## config.mk

```make
export PLATFORM = sky130hd
export DESIGN_NAME = charger_status_registers
export DESIGN_NICKNAME = d
export VERILOG_FILES = /design/src/charger_status_pkg.sv /design/src/charger_status_registers.sv /design/src/status_sync.sv /design/src/irq_edge.sv
export SDC_FILE = /design/constraint.sdc
export NUM_CORES = 1
export LEC_CHECK = 0
export ABC_AREA = 0
export BUFFER_PORTS_ARGS = -buffer_cell sky130_fd_sc_hd__buf_2
export CELL_PAD_IN_SITES_DETAIL_PLACEMENT = 0
export CELL_PAD_IN_SITES_GLOBAL_PLACEMENT = 1
export CORE_MARGIN = 4
export CORE_UTILIZATION = 40
export DETAILED_ROUTE_END_ITERATION = 10
export PLACE_DENSITY = 0.8
export SYNTH_ARGS = -nofsm -noshare
export SYNTH_HDL_FRONTEND = slang
export SYNTH_HIERARCHICAL = 1
export SYNTH_SLANG_ARGS = --single-unit
```

## constraint.sdc

```tcl
create_clock -name clock -period 1.8 [get_ports clock]
set_input_delay 0.27 -clock clock [delete_from_list [all_inputs] [get_ports clock]]
set_output_delay 0.27 -clock clock [all_outputs]
set_load 0.005 [all_outputs]
```

## src/charger_status_pkg.sv

```systemverilog
package charger_status_pkg;

   // ----------------------------------------------------------------
   // Register offsets
   // ----------------------------------------------------------------
   localparam logic [7:0] STATUS_ZERO_ADDR  = 8'h08;
   localparam logic [7:0] FAULT_STATUS_ADDR = 8'h09;
   localparam logic [7:0] STATUS_TWO_ADDR   = 8'h0A;
   localparam logic [7:0] PART_INFO_ADDR    = 8'h0B;

   // ----------------------------------------------------------------
   // Field positions
   // ----------------------------------------------------------------
   localparam int SOURCE_LSB      = 5;
   localparam int PHASE_LSB       = 3;
   localparam int POWER_GOOD_BIT  = 2;
   localparam int DIE_HEAT_BIT    = 1;
   localparam int SYS_FLOOR_BIT   = 0;
   localparam int WATCHDOG_BIT    = 7;
   localparam int BOOST_FAULT_BIT = 6;
   localparam int CHARGE_ERR_LSB  = 4;
   localparam int BAT_OV_BIT      = 3;
   localparam int THERM_LSB       = 0;
   localparam int QUALIFIED_BIT   = 7;
   localparam int VLOOP_BIT       = 6;
   localparam int ILOOP_BIT       = 5;
   localparam int FALLBACK_BIT    = 4;
   localparam int TOPOFF_BIT      = 3;
   localparam int OVERVOLT_BIT    = 2;
   localparam int VBLOCK_BIT      = 1;
   localparam int IBLOCK_BIT      = 0;
   localparam int REG_RESET_BIT   = 7;
   localparam int PART_CODE_LSB   = 3;

   // ----------------------------------------------------------------
   // Codes and reset values
   // ----------------------------------------------------------------
   localparam logic [2:0] SOURCE_BOOST     = 3'h7;
   localparam logic [1:0] CHG_ERR_NONE     = 2'h0;
   localparam logic [1:0] CHG_ERR_INPUT    = 2'h1;
   localparam logic [1:0] CHG_ERR_THERMAL  = 2'h2;
   localparam logic [1:0] CHG_ERR_TIMER    = 2'h3;
   localparam logic [2:0] ZONE_NORMAL      = 3'h0;
   localparam logic [2:0] ZONE_WARM        = 3'h2;
   localparam logic [2:0] ZONE_COOL        = 3'h3;
   localparam logic [2:0] ZONE_COLD        = 3'h5;
   localparam logic [2:0] ZONE_HOT         = 3'h6;
   localparam logic [2:0] PART_RESERVED    = 3'h4;
   localparam logic       WATCHDOG_RESET   = 1'b1;
   localparam logic       IRQ_BLOCK_RESET  = 1'b0;
   localparam logic [7:0] UNMAPPED_READ    = 8'h00;

endpackage : charger_status_pkg

```

## src/charger_status_registers.sv

```systemverilog
// Function
// - Status zero bits 7:5 show input source: none, USB, adapter, boost.
// - Status zero bits 4:3 show charge phase: idle, precharge, fast, done.
// - Status zero bit 0 high while system rail held at floor level.
// - Status zero bit 1 high while die thermal regulation is active.
// - Watchdog fault reads 1 after reset or expiry, 0 under host control.
// - Fault bit 6 set on boost overload or boost battery too low.
// - Fault bits 5:4 give charge error; 11 means safety timer expired.
// - Buck mode thermistor codes: normal, warm, cool, cold, hot.
// - Boost mode thermistor codes limited to normal, cold and hot.
// - Status two bit 7 high when input passes poor-source check.
// - Status two bit 4 high when remote sense pin open or shorted.
// - Status two bit 3 high while top-off timer is counting.
// - Voltage loop entry pulses interrupt unless mask bit 1 set; resets 0.
// - Current loop entry pulses interrupt unless mask bit 0 set; resets 0.
// - Writing register reset bit restores both interrupt masks to 0, then bit clears itself.
module charger_status_registers
#(
   parameter logic [3:0] PART_CODE = 4'hA  // Arbitrary value
)
(
   input  wire logic       clock,
   input  wire logic       rstn,
   input  wire logic [7:0] reg_addr,
   input  wire logic       reg_wr,
   input  wire logic       reg_rd,
   input  wire logic [7:0] reg_wdata,
   output logic      [7:0] reg_rdata,
   input  wire logic [2:0] input_source_type,
   input  wire logic [1:0] charge_phase,
   input  wire logic       power_good_flag,
   input  wire logic       die_heat_regulating,
   input  wire logic       system_floor_regulating,
   input  wire logic       boost_overload,
   input  wire logic       boost_battery_low,
   input  wire logic       input_fault,
   input  wire logic       thermal_shutdown,
   input  wire logic       safety_timer_expired,
   input  wire logic       battery_overvoltage_flag,
   input  wire logic       thermistor_hot,
   input  wire logic       thermistor_warm,
   input  wire logic       thermistor_cool,
   input  wire logic       thermistor_cold,
   input  wire logic       input_qualified,
   input  wire logic       input_voltage_loop_active,
   input  wire logic       input_current_loop_active,
   input  wire logic       remote_sense_fallback,
   input  wire logic       topoff_counting,
   input  wire logic       input_overvoltage_flag,
   input  wire logic       watchdog_expired,
   input  wire logic       host_control_taken,
   output logic            int_pulse,
   output logic            reg_reset_pulse
);

   typedef struct packed {
      logic [7:0] rdata;
      logic       wd_fault;
      logic       boost_fault;
      logic       bat_ov;
      logic [1:0] chg_err;
      logic       vblock;
      logic       iblock;
      logic       rst_pend;
   } regs_state_t;

   localparam regs_state_t STATE_RESET = '{
      rdata       : charger_status_pkg::UNMAPPED_READ,
      wd_fault    : charger_status_pkg::WATCHDOG_RESET,
      boost_fault : 1'b0,
      bat_ov      : 1'b0,
      chg_err     : charger_status_pkg::CHG_ERR_NONE,
      vblock      : charger_status_pkg::IRQ_BLOCK_RESET,
      iblock      : charger_status_pkg::IRQ_BLOCK_RESET,
      rst_pend    : 1'b0
   };

   regs_state_t s;
   regs_state_t next_s;

   logic [23:0] raw;
   logic [23:0] sy;
   logic [2:0]  sy_src;
   logic [1:0]  sy_phase;
   logic        sy_pg;
   logic        sy_heat;
   logic        sy_floor;
   logic        sy_bovl;
   logic        sy_blow;
   logic        sy_infault;
   logic        sy_tshut;
   logic        sy_timer;
   logic        sy_batov;
   logic        sy_hot;
   logic        sy_warm;
   logic        sy_cool;
   logic        sy_cold;
   logic        sy_qual;
   logic        sy_vloop;
   logic        sy_iloop;
   logic        sy_fallback;
   logic        sy_topoff;
   logic        sy_acov;
   logic        boosting;
   logic [2:0]  zone;
   logic [1:0]  live_err;
   logic [7:0]  status_zero;
   logic [7:0]  fault_status;
   logic [7:0]  status_two;
   logic [7:0]  part_info;
   logic        rd_fault;
   logic        vpulse;
   logic        ipulse;

   // ----------------------------------------------------------------
   // Pin synchronisers
   // ----------------------------------------------------------------
   assign raw = {input_source_type, charge_phase, power_good_flag,
                 die_heat_regulating, system_floor_regulating,
                 boost_overload, boost_battery_low, input_fault,
                 thermal_shutdown, safety_timer_expired,
                 battery_overvoltage_flag, thermistor_hot,
                 thermistor_warm, thermistor_cool, thermistor_cold,
                 input_qualified, input_voltage_loop_active,
                 input_current_loop_active, remote_sense_fallback,
                 topoff_counting, input_overvoltage_flag};

   status_sync #(.W(24)) u_sync
   (
      .clock    (clock),
      .rstn     (rstn),
      .async_in (raw),
      .sync_out (sy)
   );

   assign {sy_src, sy_phase, sy_pg, sy_heat, sy_floor, sy_bovl, sy_blow,
           sy_infault, sy_tshut, sy_timer, sy_batov, sy_hot, sy_warm,
           sy_cool, sy_cold, sy_qual, sy_vloop, sy_iloop, sy_fallback,
           sy_topoff, sy_acov} = sy;

   assign boosting = (sy_src == charger_status_pkg::SOURCE_BOOST);

   // ----------------------------------------------------------------
   // Live codes
   // ----------------------------------------------------------------
   always_comb
   begin
      if (sy_hot)
         zone = charger_status_pkg::ZONE_HOT;
      else if (sy_cold)
         zone = charger_status_pkg::ZONE_COLD;
      else if (sy_warm && !boosting)
         zone = charger_status_pkg::ZONE_WARM;
      else if (sy_cool && !boosting)
         zone = charger_status_pkg::ZONE_COOL;
      else
         zone = charger_status_pkg::ZONE_NORMAL;
      if (sy_timer)
         live_err = charger_status_pkg::CHG_ERR_TIMER;
      else if (sy_tshut)
         live_err = charger_status_pkg::CHG_ERR_THERMAL;
      else if (sy_infault)
         live_err = charger_status_pkg::CHG_ERR_INPUT;
      else
         live_err = charger_status_pkg::CHG_ERR_NONE;
   end

   // ----------------------------------------------------------------
   // Read images
   // ----------------------------------------------------------------
   // live status zero
   assign status_zero = {sy_src, sy_phase, sy_pg, sy_heat, sy_floor};
   assign fault_status = {s.wd_fault, s.boost_fault, s.chg_err, s.bat_ov,
                          zone};
   assign status_two = {sy_qual, sy_vloop, sy_iloop, sy_fallback,
                        sy_topoff, sy_acov, s.vblock, s.iblock};
   assign part_info = {s.rst_pend, PART_CODE,
                       charger_status_pkg::PART_RESERVED};
   assign rd_fault = reg_rd
                   && (reg_addr == charger_status_pkg::FAULT_STATUS_ADDR);

   // ----------------------------------------------------------------
   // Register update
   // ----------------------------------------------------------------
   always_comb
   begin
      next_s          = s;
      next_s.rst_pend = 1'b0;
      if (reg_rd)
      begin
         case (reg_addr)
            charger_status_pkg::STATUS_ZERO_ADDR:  next_s.rdata = status_zero;
            charger_status_pkg::FAULT_STATUS_ADDR: next_s.rdata = fault_status;
            charger_status_pkg::STATUS_TWO_ADDR:   next_s.rdata = status_two;
            charger_status_pkg::PART_INFO_ADDR:    next_s.rdata = part_info;
            default: next_s.rdata = charger_status_pkg::UNMAPPED_READ;
         endcase
      end
      next_s.wd_fault = watchdog_expired | (s.wd_fault & ~host_control_taken);
      // faults latch until read, set wins
      next_s.boost_fault = sy_bovl | sy_blow | (s.boost_fault & ~rd_fault);
      next_s.bat_ov      = sy_batov | (s.bat_ov & ~rd_fault);
      if (live_err != charger_status_pkg::CHG_ERR_NONE)
         next_s.chg_err = live_err;
      else if (rd_fault)
         next_s.chg_err = charger_status_pkg::CHG_ERR_NONE;
      if (reg_wr && (reg_addr == charger_status_pkg::STATUS_TWO_ADDR))
      begin
         next_s.vblock = reg_wdata[charger_status_pkg::VBLOCK_BIT];
         next_s.iblock = reg_wdata[charger_status_pkg::IBLOCK_BIT];
      end
      if (reg_wr && (reg_addr == charger_status_pkg::PART_INFO_ADDR)
          && reg_wdata[charger_status_pkg::REG_RESET_BIT])
      begin
         next_s.vblock   = charger_status_pkg::IRQ_BLOCK_RESET;
         next_s.iblock   = charger_status_pkg::IRQ_BLOCK_RESET;
         next_s.rst_pend = 1'b1;
      end
   end

   always_ff @(posedge clock)
   begin
      if (!rstn)
         s <= STATE_RESET;
      else
         s <= next_s;
   end

   // ----------------------------------------------------------------
   // Interrupt pulses
   // ----------------------------------------------------------------
   // voltage loop entry
   irq_edge u_vedge
   (
      .clock (clock),
      .rstn  (rstn),
      .level (sy_vloop),
      .block (s.vblock),
      .pulse (vpulse)
   );

   irq_edge u_iedge
   (
      .clock (clock),
      .rstn  (rstn),
      .level (sy_iloop),
      .block (s.iblock),
      .pulse (ipulse)
   );

   assign int_pulse       = vpulse | ipulse;
   assign reg_rdata       = s.rdata;
   assign reg_reset_pulse = s.rst_pend;
endmodule : charger_status_registers

```

## src/status_sync.sv

```systemverilog
module status_sync
#(
   parameter int W = 24
)
(
   input  wire logic         clock,
   input  wire logic         rstn,
   input  wire logic [W-1:0] async_in,
   output logic      [W-1:0] sync_out
);

   typedef struct packed {
      logic [W-1:0] meta;
      logic [W-1:0] q;
   } sync_state_t;

   sync_state_t s;
   sync_state_t next_s;

   if (W < 1)
   begin : g_check
      $error("status_sync width must be at least one");
   end

   // ----------------------------------------------------------------
   // Two flip-flop stage
   // ----------------------------------------------------------------
   always_comb
   begin
      next_s      = s;
      next_s.meta = async_in;
      next_s.q    = s.meta;
   end

   always_ff @(posedge clock)
   begin
      if (!rstn)
         s <= '0;
      else
         s <= next_s;
   end

   assign sync_out = s.q;

endmodule : status_sync

```

## src/irq_edge.sv

```systemverilog
module irq_edge
(
   input  wire logic clock,
   input  wire logic rstn,
   input  wire logic level,
   input  wire logic block,
   output logic      pulse
);

   typedef struct packed {
      logic prev;
      logic pulse;
   } edge_state_t;

   edge_state_t s;
   edge_state_t next_s;

   // ----------------------------------------------------------------
   // Entry detect, gated by block
   // ----------------------------------------------------------------
   always_comb
   begin
      next_s       = s;
      next_s.prev  = level;
      next_s.pulse = level & ~s.prev & ~block;
   end

   always_ff @(posedge clock)
   begin
      if (!rstn)
         s <= '0;
      else
         s <= next_s;
   end

   assign pulse = s.pulse;

endmodule : irq_edge

```

# After elaboration in Yosys (flattened, before gate mapping)
# Cells that the tools add are included.
# totals
elab_cells	59
register_bits	68
in_bits	46
# classes
muxes	11
eq_ne	5
reduce_logical	10
n_bitwise	19
# op_table
cell	count
$eq A8 B4 Y1 const B	4
$pmux W8 S4	1
$mux W2	6
$and A1 B1 Y1	7
$not A1 Y1	7
$logic_and A1 B1 Y1	6
$mux W3	2
$or A1 B1 Y1	5
$reduce_bool A2 Y1	2
$eq A3 B3 Y1 const B	1
$mux W1	2
$reduce_or A2 Y1	1
$logic_not A1 Y1	1

# Logic depth before layout (Yosys ltp)
# Gate-level depths: netlist of the first run.
# logic_depth
word_depth	8
mapped_depth	5

# Modules after synthesis
# Netlist of the first run, hierarchy kept.
# by_module_without_submodules
module	cells_each	area_per_inst_um2	n_inst	seq_area_each_um2
status_sync	101	1331.3	1	960.9
charger_status_registers	106	932.1	1	320.3
irq_edge	4	58.8	2	40.0

# Worst setup path before layout of the first run
# No wires, ideal clock.
# synth_timing
path_type	input-to-reg
from	in reg_addr[5]
to	reg s, in the netlist fault_status[4]
path_stages	4
required_time_ns	1.678
t_arrival_ns	1.400
slack_ns	0.278
path_cell_list	or4_4 -> nor3_4 -> nor2b_1 -> o311a_1
# synth_via
elab_chain_len	3
# synth_rtl
element	line	text
start: declaration	charger_status_registers.sv:24	input wire logic [7:0] reg_addr,
$eq A8 B4 Y1	charger_status_registers.sv:180	&& (reg_addr == charger_status_pkg::FAULT_STATUS_ADDR);
$logic_and A1 B1 Y1	charger_status_registers.sv:180	
$reduce_bool A2 Y1 (no source line)	n/a	
end signal: assignment	charger_status_registers.sv:226	s <= next_s;
end: declaration	charger_status_registers.sv:78	regs_state_t s;
# Every way passes these cells.
# A chain may end at the register's enable or synchronous reset.

# Worst setup path in the final report of the first run
# Same ends and word-level chain as after synthesis.

==> results.yml, run 1 <==
status:
  status: "completed"
setup_path:
  crit_chain: "buf_2 -> or4_4 -> nor3_4 -> nor2b_1 -> o311a_1"
  cp-start-kind: "primary input"
  end_kind: "flop"
  cp-startpoint: "reg_addr[5]"
  crit_slowest_cell: "or4_4"
  worst-path-max-fanout: 5
  critPathKind: "primary input to flop"
  r2r_cells: 4
  r2r_end: "reg_rdata[0]"
  critPathArrivalTime_ns: 1.59
  r2r-start: "u_sync/sync_out[21]"
  rrSetupSlack_ns: 0.69
  cp.required_ns: 2.02
  slowest_delay_ns: 0.58
hold_path:
  hold_depth: 2
  whs_endpoint: "fault_status[7]"
  hp-start: "watchdog_expired"
  hold_path.class: "primary input to flop"
routing:
  drtPass1Iterations: 4
  drtIter0Drc: 77
  post_drt_wl_per_cell_um: 12.0
  drc_errors: 0
  vias_per_cell: 4.62
  postRouteAntennaNets: 0
  vias: 1551
  routed_wl_mm: 4.03
global_route:
  grt_pass1_vias: 1479
  grt_max_degree: 41
  grt_usage_pct: 12.3
  grt_pass1_wl_mm: 6.84
  grt_overflow_total: 0
  grt_antenna_before_repair: 0
clocking:
  postCtsHoldBufs: 0
  cts_buffers: 9
  clk_latency_ns: 0.33
  clockRootBuffer: "clkbuf_8"
  clockBufferDepth: 2
  cts_resized: 0
  cts_setup_buffers: 0
  clk_pin_slew_worst_paths_ns: 0.07
  cts_tree: "done"
  cts.sinks: 68
  cts_htree_levels: 3
place:
  dp_hpwl_mm: 2.85
  place_inst: 320
  port_buffers: 50
  place_congestion: 0.766
synth:
  ys_seq_area_share_pct: 57.2
  ys.flop_type: "dfxtp_1"
  async_flop_share_pct: 0
  synth_most_common_cell: "dfxtp_1"
  synth_top_area_share_pct: 57.2
  synth-seq-cells: 68
  avgSynthCellArea_um2: 11.1
  synthTopCellsByArea: "dfxtp_1 (57%), and2_1 (7.6%), and2_2 (6.6%)"
  synthCells: 215
  synth_largest_area_cell: "dfxtp_1"
  synth_edf_count: 0
  syn_nets: 261
  synthTopCellsByCount: "dfxtp_1 (68), and2_1 (29), and2_2 (21), nand2_1 (9), buf_4 (8)"
  syn_area_um2: 2380
  synth_cell_type_count: 41
  yosys_warnings: 6
sta:
  post-route-min-period_ns: 1.37
  maxSlewViolCount: 0
  finalSetupViolations: 0
  fmax_mhz: 731
  timing.final.hold_violations: 0
  fin_skew_ns: 0.00472
  rsz0062_at_grt: "no"
  worst_slew_pin_slew_ns: 0.408
  setup-tns-final_ns: 0
  slew_headroom_pct: 72.4
  fin_crit_sh_pct: 75.9
finish:
  final_nets: 305
  area_growth_pct: 19.4
  fin_cells: 336
  drive_gt1_share_pct: 36.4
  antenna_cells: 0
pwr:
  leakage_nw: 1.23
  vdd_drop_max_uv: 512
  powerDensity_nw_per_um2: 1110
floorplan:
  fp-row-count: 27
  die_y_um: 85.2
  core_area_um2: 5640
  die_area_um2: 7250
  num_io_pins: 56
  initial_core_util_pct: 42.2
  die_x_um: 85.2
flow_run:
  drv_cap: 0
==> flip-flops by register name, indices dropped and copies added, names as in the netlist <==
name             cells
u_sync/next_s       24
u_sync/sync_out     24
reg_rdata            8
fault_status         5
s                    2
reg_reset_pulse      1
u_iedge/pulse        1
u_iedge/s            1
u_vedge/pulse        1
u_vedge/s            1
==> worst max-delay path: cells and delay by family <==
family | cells | cell delay, ns
compound gates | 1 | 0.29
buf+inv | 1 | 0.10
simple gates | 3 | 0.94
==> worst max-delay path by stage <==
stage | endpoint | cells past startpoint
after floorplan | fault_status[4] | 4
after detailed placement | fault_status[4] | 5
final | fault_status[4] | 5
after global placement | fault_status[4] | 5
after CTS | fault_status[4] | 5
after global routing | fault_status[4] | 5
==> where the power goes <==
group	leakage [nW]	internal [mW]	switching, mW
Sequential	0.560	1.57	0.0206
Clock	0.122	0.888	0.523
Combinational	0.553	0.0962	0.0749
Total	1.23	2.55	0.619
==> routing by layer <==
metal | vias up | track usage [%] | part of all wire, %
met5 | - | 0 | 0
met4 | 0 | 9.06 | 2.8
met3 | 10 | 4.37 | 8.3
met2 | 51 | 16.9 | 42
met1 | 684 | 15.6 | 46
li1 | 806 | - | -
==> per-stage QoR <==
stage               hold WS, ns  utilization, %  worst slack (ns)  power [mW]  instance area (um2)
detailed placement        0.417            46.2            0.0801        1.79                 2610
finish                    0.129            50.4             0.433        3.17                 2840
floorplan                 0.376               -             0.278        1.73                 2380
global placement          0.415            46.2             0.101        1.79                 2610
global route              0.115            50.4             0.373        3.31                 2840
CTS                       0.110            50.4             0.439        3.21                 2840
==> placed cells by master, fill, tap and decap left out, types with 2 or more instances in the layout <==
cell       count
nor3b_1        2
buf_2         50
nor2_1         4
o41ai_1        2
nand3_1        7
and4bb_1       2
nand2_1        9
nand2b_1       2
inv_1          3
and2_2        21
o21ai_1        5
and2_1        29
o31a_1         2
dfxtp_1       68
o221ai_1       3
buf_4          2
a2bb2oi_1      2
o22ai_1        2
mux2_2         2
nor2b_1        4
nand3b_1       4
a31oi_1        2
bufinv_16      2
clkinv_2       2
a21boi_1       4
clkbuf_8      12
mux2i_1        3
==> logic make-up after synthesis <==
kind of cell	count (synthesis)	share of synthesized area (%)
simple gates	91	25.0
buf+inv	22	5.83
compound gates	28	8.88
flops	68	57.2
mux	6	3.15
==> layout make-up <==
type	count	area, um2
multi-input cells	125	881
fillers	532	2800
inverters	3	11.3
flip-flops and latches	68	1360
clock inverters	4	70.1
well taps	72	90.1
repair buffers	52	265
clock buffers	12	165
Power figures use the tool's default switching activity.
==> run 2, diff against run 1 <==
--- a/config.mk
+++ b/config.mk
@@ -10,9 +10,9 @@
 export CELL_PAD_IN_SITES_DETAIL_PLACEMENT = 0
 export CELL_PAD_IN_SITES_GLOBAL_PLACEMENT = 1
 export CORE_MARGIN = 4
-export CORE_UTILIZATION = 40
+export CORE_UTILIZATION = 36
 export DETAILED_ROUTE_END_ITERATION = 10
-export PLACE_DENSITY = 0.8
+export PLACE_DENSITY = 0.76
 export SYNTH_ARGS = -nofsm -noshare
 export SYNTH_HDL_FRONTEND = slang
 export SYNTH_HIERARCHICAL = 1
==> constraint.sdc (replaced) <==
create_clock -name clock -period 1.1 [get_ports clock]
set_input_delay 0.165 -clock clock [delete_from_list [all_inputs] [get_ports clock]]
set_output_delay 0.165 -clock clock [all_outputs]
set_load 0.005 [all_outputs]
==> run 2 against run 1 <==
Compared with the run above:
- the flow now finishes with violations (negative setup slack)
- largest cell class unchanged
- register-to-register slack got worse by 0.68 ns
- largest power group unchanged
- critical endpoint unchanged
- via count rose by 1.2%
- critical path type unchanged
- final cell count up 5.4%
==> results.yml, run 2 (same netlist as run 1, synthesis figures left out) <==
sta:
  finalSetupViolations: 8
  rsz0062_at_grt: "yes"
  timing.final.hold_violations: 0
  post-route-min-period_ns: 1.21
  maxSlewViolCount: 0
  slew_headroom_pct: 75.8
  finalWorstSetupSlack_ns: -0.106
  fin_skew_ns: 0.00692
  fin_crit_sh_pct: 110
  worst_slew_pin_slew_ns: 0.359
  fmax_mhz: 829
place:
  dp_hpwl_mm: 3.19
  place_area_um2: 2750
  port_buffers: 50
  place_congestion: 0.770
routing:
  postRouteAntennaNets: 0
  drc_errors: 0
  drtIter0Drc: 21
  vias_per_cell: 4.44
  post_drt_wl_per_cell_um: 12.1
  routed_wl_mm: 4.29
  vias: 1570
  drtPass1Iterations: 4
global_route:
  grt_pass1_wl_mm: 6.78
  grt_antenna_before_repair: 0
  grt_pass1_vias: 1487
  grt_usage_pct: 11.6
  grt_overflow_total: 0
  grt_max_degree: 52
setup_path:
  critPathArrivalTime_ns: 1.43
  critPathKind: "primary input to flop"
  end_kind: "flop"
  cp.required_ns: 1.32
  worst-path-max-fanout: 5
  cp-start-kind: "primary input"
status:
  violations: "negative setup slack"
  status: "complete, but fails checks"
finish:
  area_growth_pct: 26.5
  drive_gt1_share_pct: 42.2
  antenna_cells: 0
  final_common_cell: "dfxtp_1"
  final_cell_mix: "dfxtp_1 (65), buf_2 (48), and2_1 (29)"
  final_nets: 318
  stdcell_area_um2: 3010
floorplan:
  core_area_um2: 6390
  num_io_pins: 56
  die_x_um: 89.3
  initial_core_util_pct: 37.3
  die_y_um: 89.3
  die_area_um2: 7980
  fp-row-count: 29
pwr:
  vdd_drop_max_uv: 746
  leakage_nw: 1.31
  total_power_mw: 5.12
  powerDensity_nw_per_um2: 1700
clocking:
  clockRootBuffer: "clkbuf_8"
  clk_pin_slew_worst_paths_ns: 0.07
  cts_tree: "done"
  cts_buffers: 9
  cts.sinks: 68
  clk_latency_ns: 0.33
  clockBufferDepth: 2
  cts_htree_levels: 3
  postCtsHoldBufs: 0
hold_path:
  hold_path.class: "primary input to flop"
flow_run:
  drv_cap: 0
[run 2: changes by cell type in the layout (fill, tap and decap cells not counted), moves of 2 or more]
cell / change
buf_2: -2
o221ai_1: -3
buf_6: +3
o221ai_2: +3
dfxtp_1: -3
buf_12: +2
clkbuf_8: -3
dfxtp_2: +3
buf_4: +10
[run 2: worst max-delay path, cell delays in order]
cell and delay, ns:
buf_6 0.09, or4_4 0.58, nor3_4 0.23, nor2b_1 0.08, o311a_1 0.28
[run 2: layout make-up]
type / instances / area [um2]
fillers: 607 / 3370
inverters: 3 / 11.3
repair buffers: 65 / 404
multi-input cells: 125 / 921
flip-flops and latches: 68 / 1370
well taps: 77 / 96.3
clock inverters: 6 / 87.6
clock buffers: 10 / 128
[run 2: repair_timing]
action	in CTS	in global routing
endpoints found under the setup margin	6	14
pin swaps	0	3
cloned	0	0
buffers inserted	0	1
gates resized for setup	4	6
hold endpoints to repair	0	0
[run 2: worst paths after layout]
| check | start | to | slack [ns] | cells after the start |
|---|---|---|---|---|
| setup / recovery | reg_addr[5] | fault_status[4] | -0.11 | 5 |
| hold / removal | watchdog_expired | fault_status[7] | 0.02 | 2 |
| setup reg to reg | u_sync/sync_out[23] | reg_rdata[0] | 0.01 | 4 |
| hold reg to reg | u_sync/next_s[20] | u_sync/sync_out[20] | 0.44 | 1 |
[run 2: where the power goes]
| part | internal (mW) | switching (mW) |
|---|---|---|
| registers | 2.56 | 0.0365 |
| clock network | 1.28 | 0.895 |
| logic | 0.200 | 0.141 |
| total | 4.04 | 1.07 |
[run 2: metal layers]
layer	global-route usage [%]	wire, um
met3	3.13	258
met1	14.9	2090
met2	16.5	1830
met4	8.53	104
met5	0	0
[run 2: stage by stage]
step                      cells  setup slack (ns)  setup TNS [ns]  utilization, %  hold slack (ns)
final                       354            -0.106          -0.355            47.2           0.0196
after global routing        354            -0.159          -0.835            47.2           0.0240
after CTS                   353            -0.105          -0.330            46.8          0.00249
after detailed placement    337            -0.480           -4.93            43.0            0.363
after global placement      337            -0.437           -4.53            43.0            0.351
after floorplan             215            -0.267           -2.22               -            0.271
==> run 3, diff against run 2 <==
--- a/config.mk
+++ b/config.mk
@@ -13,6 +13,7 @@
 export CORE_UTILIZATION = 36
 export DETAILED_ROUTE_END_ITERATION = 10
 export PLACE_DENSITY = 0.76
+export RECOVER_POWER = 100
 export SYNTH_ARGS = -nofsm -noshare
 export SYNTH_HDL_FRONTEND = slang
 export SYNTH_HIERARCHICAL = 1
==> run 3 against run 2 <==
Compared with the run above:
- the flow still finishes with violations (negative setup slack)
- first-iteration DRC count down 9.5%
- critical path depth unchanged
- design area down 0.79%
- worst setup slack about the same
- hold slack about the same
- via count about the same
==> results.yml, run 3 (same netlist as run 1, synthesis figures left out) <==
floorplan:
  die_x_um: 89.3
  initial_core_util_pct: 37.3
  num_io_pins: 56
  core_area_um2: 6390
  die_y_um: 89.3
  die_area_um2: 7980
  fp-row-count: 29
sta:
  finalWorstSetupSlack_ns: -0.106
  maxSlewViolCount: 0
  slew_headroom_pct: 55.4
  setup-tns-final_ns: -0.331
  post-route-min-period_ns: 1.21
  fmax_mhz: 829
  fin_crit_sh_pct: 110
  rsz0062_at_grt: "yes"
  timing.final.hold_violations: 0
  finalSetupViolations: 5
  fin_skew_ns: 0.00718
  worst_slew_pin_slew_ns: 0.669
hold_path:
  whs_endpoint: "fault_status[7]"
  hp-start: "watchdog_expired"
  hold_depth: 2
  hold_path.class: "primary input to flop"
global_route:
  grt_overflow_total: 0
  grt_max_degree: 52
  grt_antenna_before_repair: 0
  grt_pass1_vias: 1487
  grt_pass1_wl_mm: 6.78
  grt_usage_pct: 11.6
flow_run:
  drv_cap: 0
clocking:
  clk_latency_ns: 0.33
  cts.sinks: 68
  clockBufferDepth: 2
  cts_htree_levels: 3
  cts_tree: "done"
  cts_buffers: 9
  clk_pin_slew_worst_paths_ns: 0.07
  clockRootBuffer: "clkbuf_8"
finish:
  area_growth_pct: 25.5
  stdcell_area_um2: 2990
  final_common_cell: "dfxtp_1"
  final_nets: 318
  antenna_cells: 0
  final_cell_mix: "dfxtp_1 (65), buf_2 (45), and2_1 (24)"
  drive_gt1_share_pct: 40.8
  fillers: 613
setup_path:
  cp-start-kind: "primary input"
  slowest_delay_ns: 0.58
  cp.required_ns: 1.32
  crit_chain: "buf_6 -> or4_4 -> nor3_4 -> nor2b_1 -> o311a_1"
  crit_slowest_cell: "or4_4"
  r2r_end: "reg_rdata[0]"
  r2r-start: "u_sync/sync_out[23]"
  r2r_cells: 4
  rrSetupSlack_ns: 0
  critPathArrivalTime_ns: 1.43
  worst-path-max-fanout: 5
  end_kind: "flop"
  critPathKind: "primary input to flop"
routing:
  postRouteAntennaNets: 0
  drtPass1Iterations: 4
  vias_per_cell: 4.44
  post_drt_wl_per_cell_um: 12.1
  drc_errors: 0
  drtIter0Drc: 19
  vias: 1571
  routed_wl_mm: 4.28
place:
  place_area_um2: 2750
  dp_hpwl_mm: 3.19
  port_buffers: 50
  place_congestion: 0.770
pwr:
  leakage_nw: 1.29
  powerDensity_nw_per_um2: 1710
  total_power_mw: 5.11
  vdd_drop_max_uv: 745
status:
  status: "complete, but fails checks"
  violations: "negative setup slack"
[run 3: changes by cell type in the layout (fill, tap and decap cells not counted)]
cell / delta
clkbuf_2: +1
and2_0: +5
clkbuf_1: +3
nand3_2: -1
a21boi_0: +1
and2_1: -5
buf_12: -1
nand3_1: +1
a21boi_1: -1
buf_2: -3
[run 3: repair_timing]
| item | 4_1_cts | 5_1_grt |
|---|---|---|
| buffers inserted | 0 | 1 |
| pin swaps | 0 | 3 |
| setup endpoints to repair | 6 | 14 |
| gates resized for setup | 4 | 6 |
| hold buffers | 0 | 0 |
[run 3: metal layers]
metal | track usage (%) | wire length [um] | up-vias
met5 | 0 | 0 | -
li1 | - | - | 828
met2 | 16.5 | 1830 | 44
met1 | 14.9 | 2100 | 692
met4 | 8.53 | 104 | 0
met3 | 3.13 | 256 | 7
[run 3: how the worst max path moves through the flow]
stage	from	end	slack [ns]	cells past startpoint
floorplan	reg_addr[5]	fault_status[4]	-0.27	4
global placement	reg_addr[5]	fault_status[4]	-0.44	5
detailed placement	reg_addr[5]	fault_status[4]	-0.48	5
CTS	reg_addr[5]	fault_status[4]	-0.11	5
global route	reg_addr[5]	fault_status[4]	-0.16	5
finish	reg_addr[5]	fault_status[4]	-0.11	5
[run 3: where the power goes]
part           switching (mW)  internal [mW]  total (mW)
Sequential             0.0366           2.56        2.60
Clock                   0.895           1.28        2.18
Combinational           0.139          0.193       0.332
[run 3: cell type report]
type | instances | area, um2 | share of cell area, %
flip-flops and latches | 68 | 1370 | 45.7
multi-input cells | 125 | 916 | 30.6
repair buffers | 65 | 385 | 12.9
clock buffers | 10 | 128 | 4.27
well taps | 77 | 96.3 | 3.22
clock inverters | 6 | 87.6 | 2.93
inverters | 3 | 11.3 | 0.377
[run 3: critical path, delay by kind of cell]
family	cells	cell delay [ns]
simple gates	3	0.89
compound gates	1	0.28
buf+inv	1	0.09
[run 3: metrics by stage]
stage               setup WS, ns  std cells  hold slack [ns]  util (%)
global placement          -0.437        337            0.351      43.0
floorplan                 -0.267        215            0.271         -
CTS                       -0.105        353          0.00249      46.8
detailed placement        -0.480        337            0.363      43.0
global route              -0.159        354           0.0240      46.8
finish                    -0.106        354           0.0195      46.8
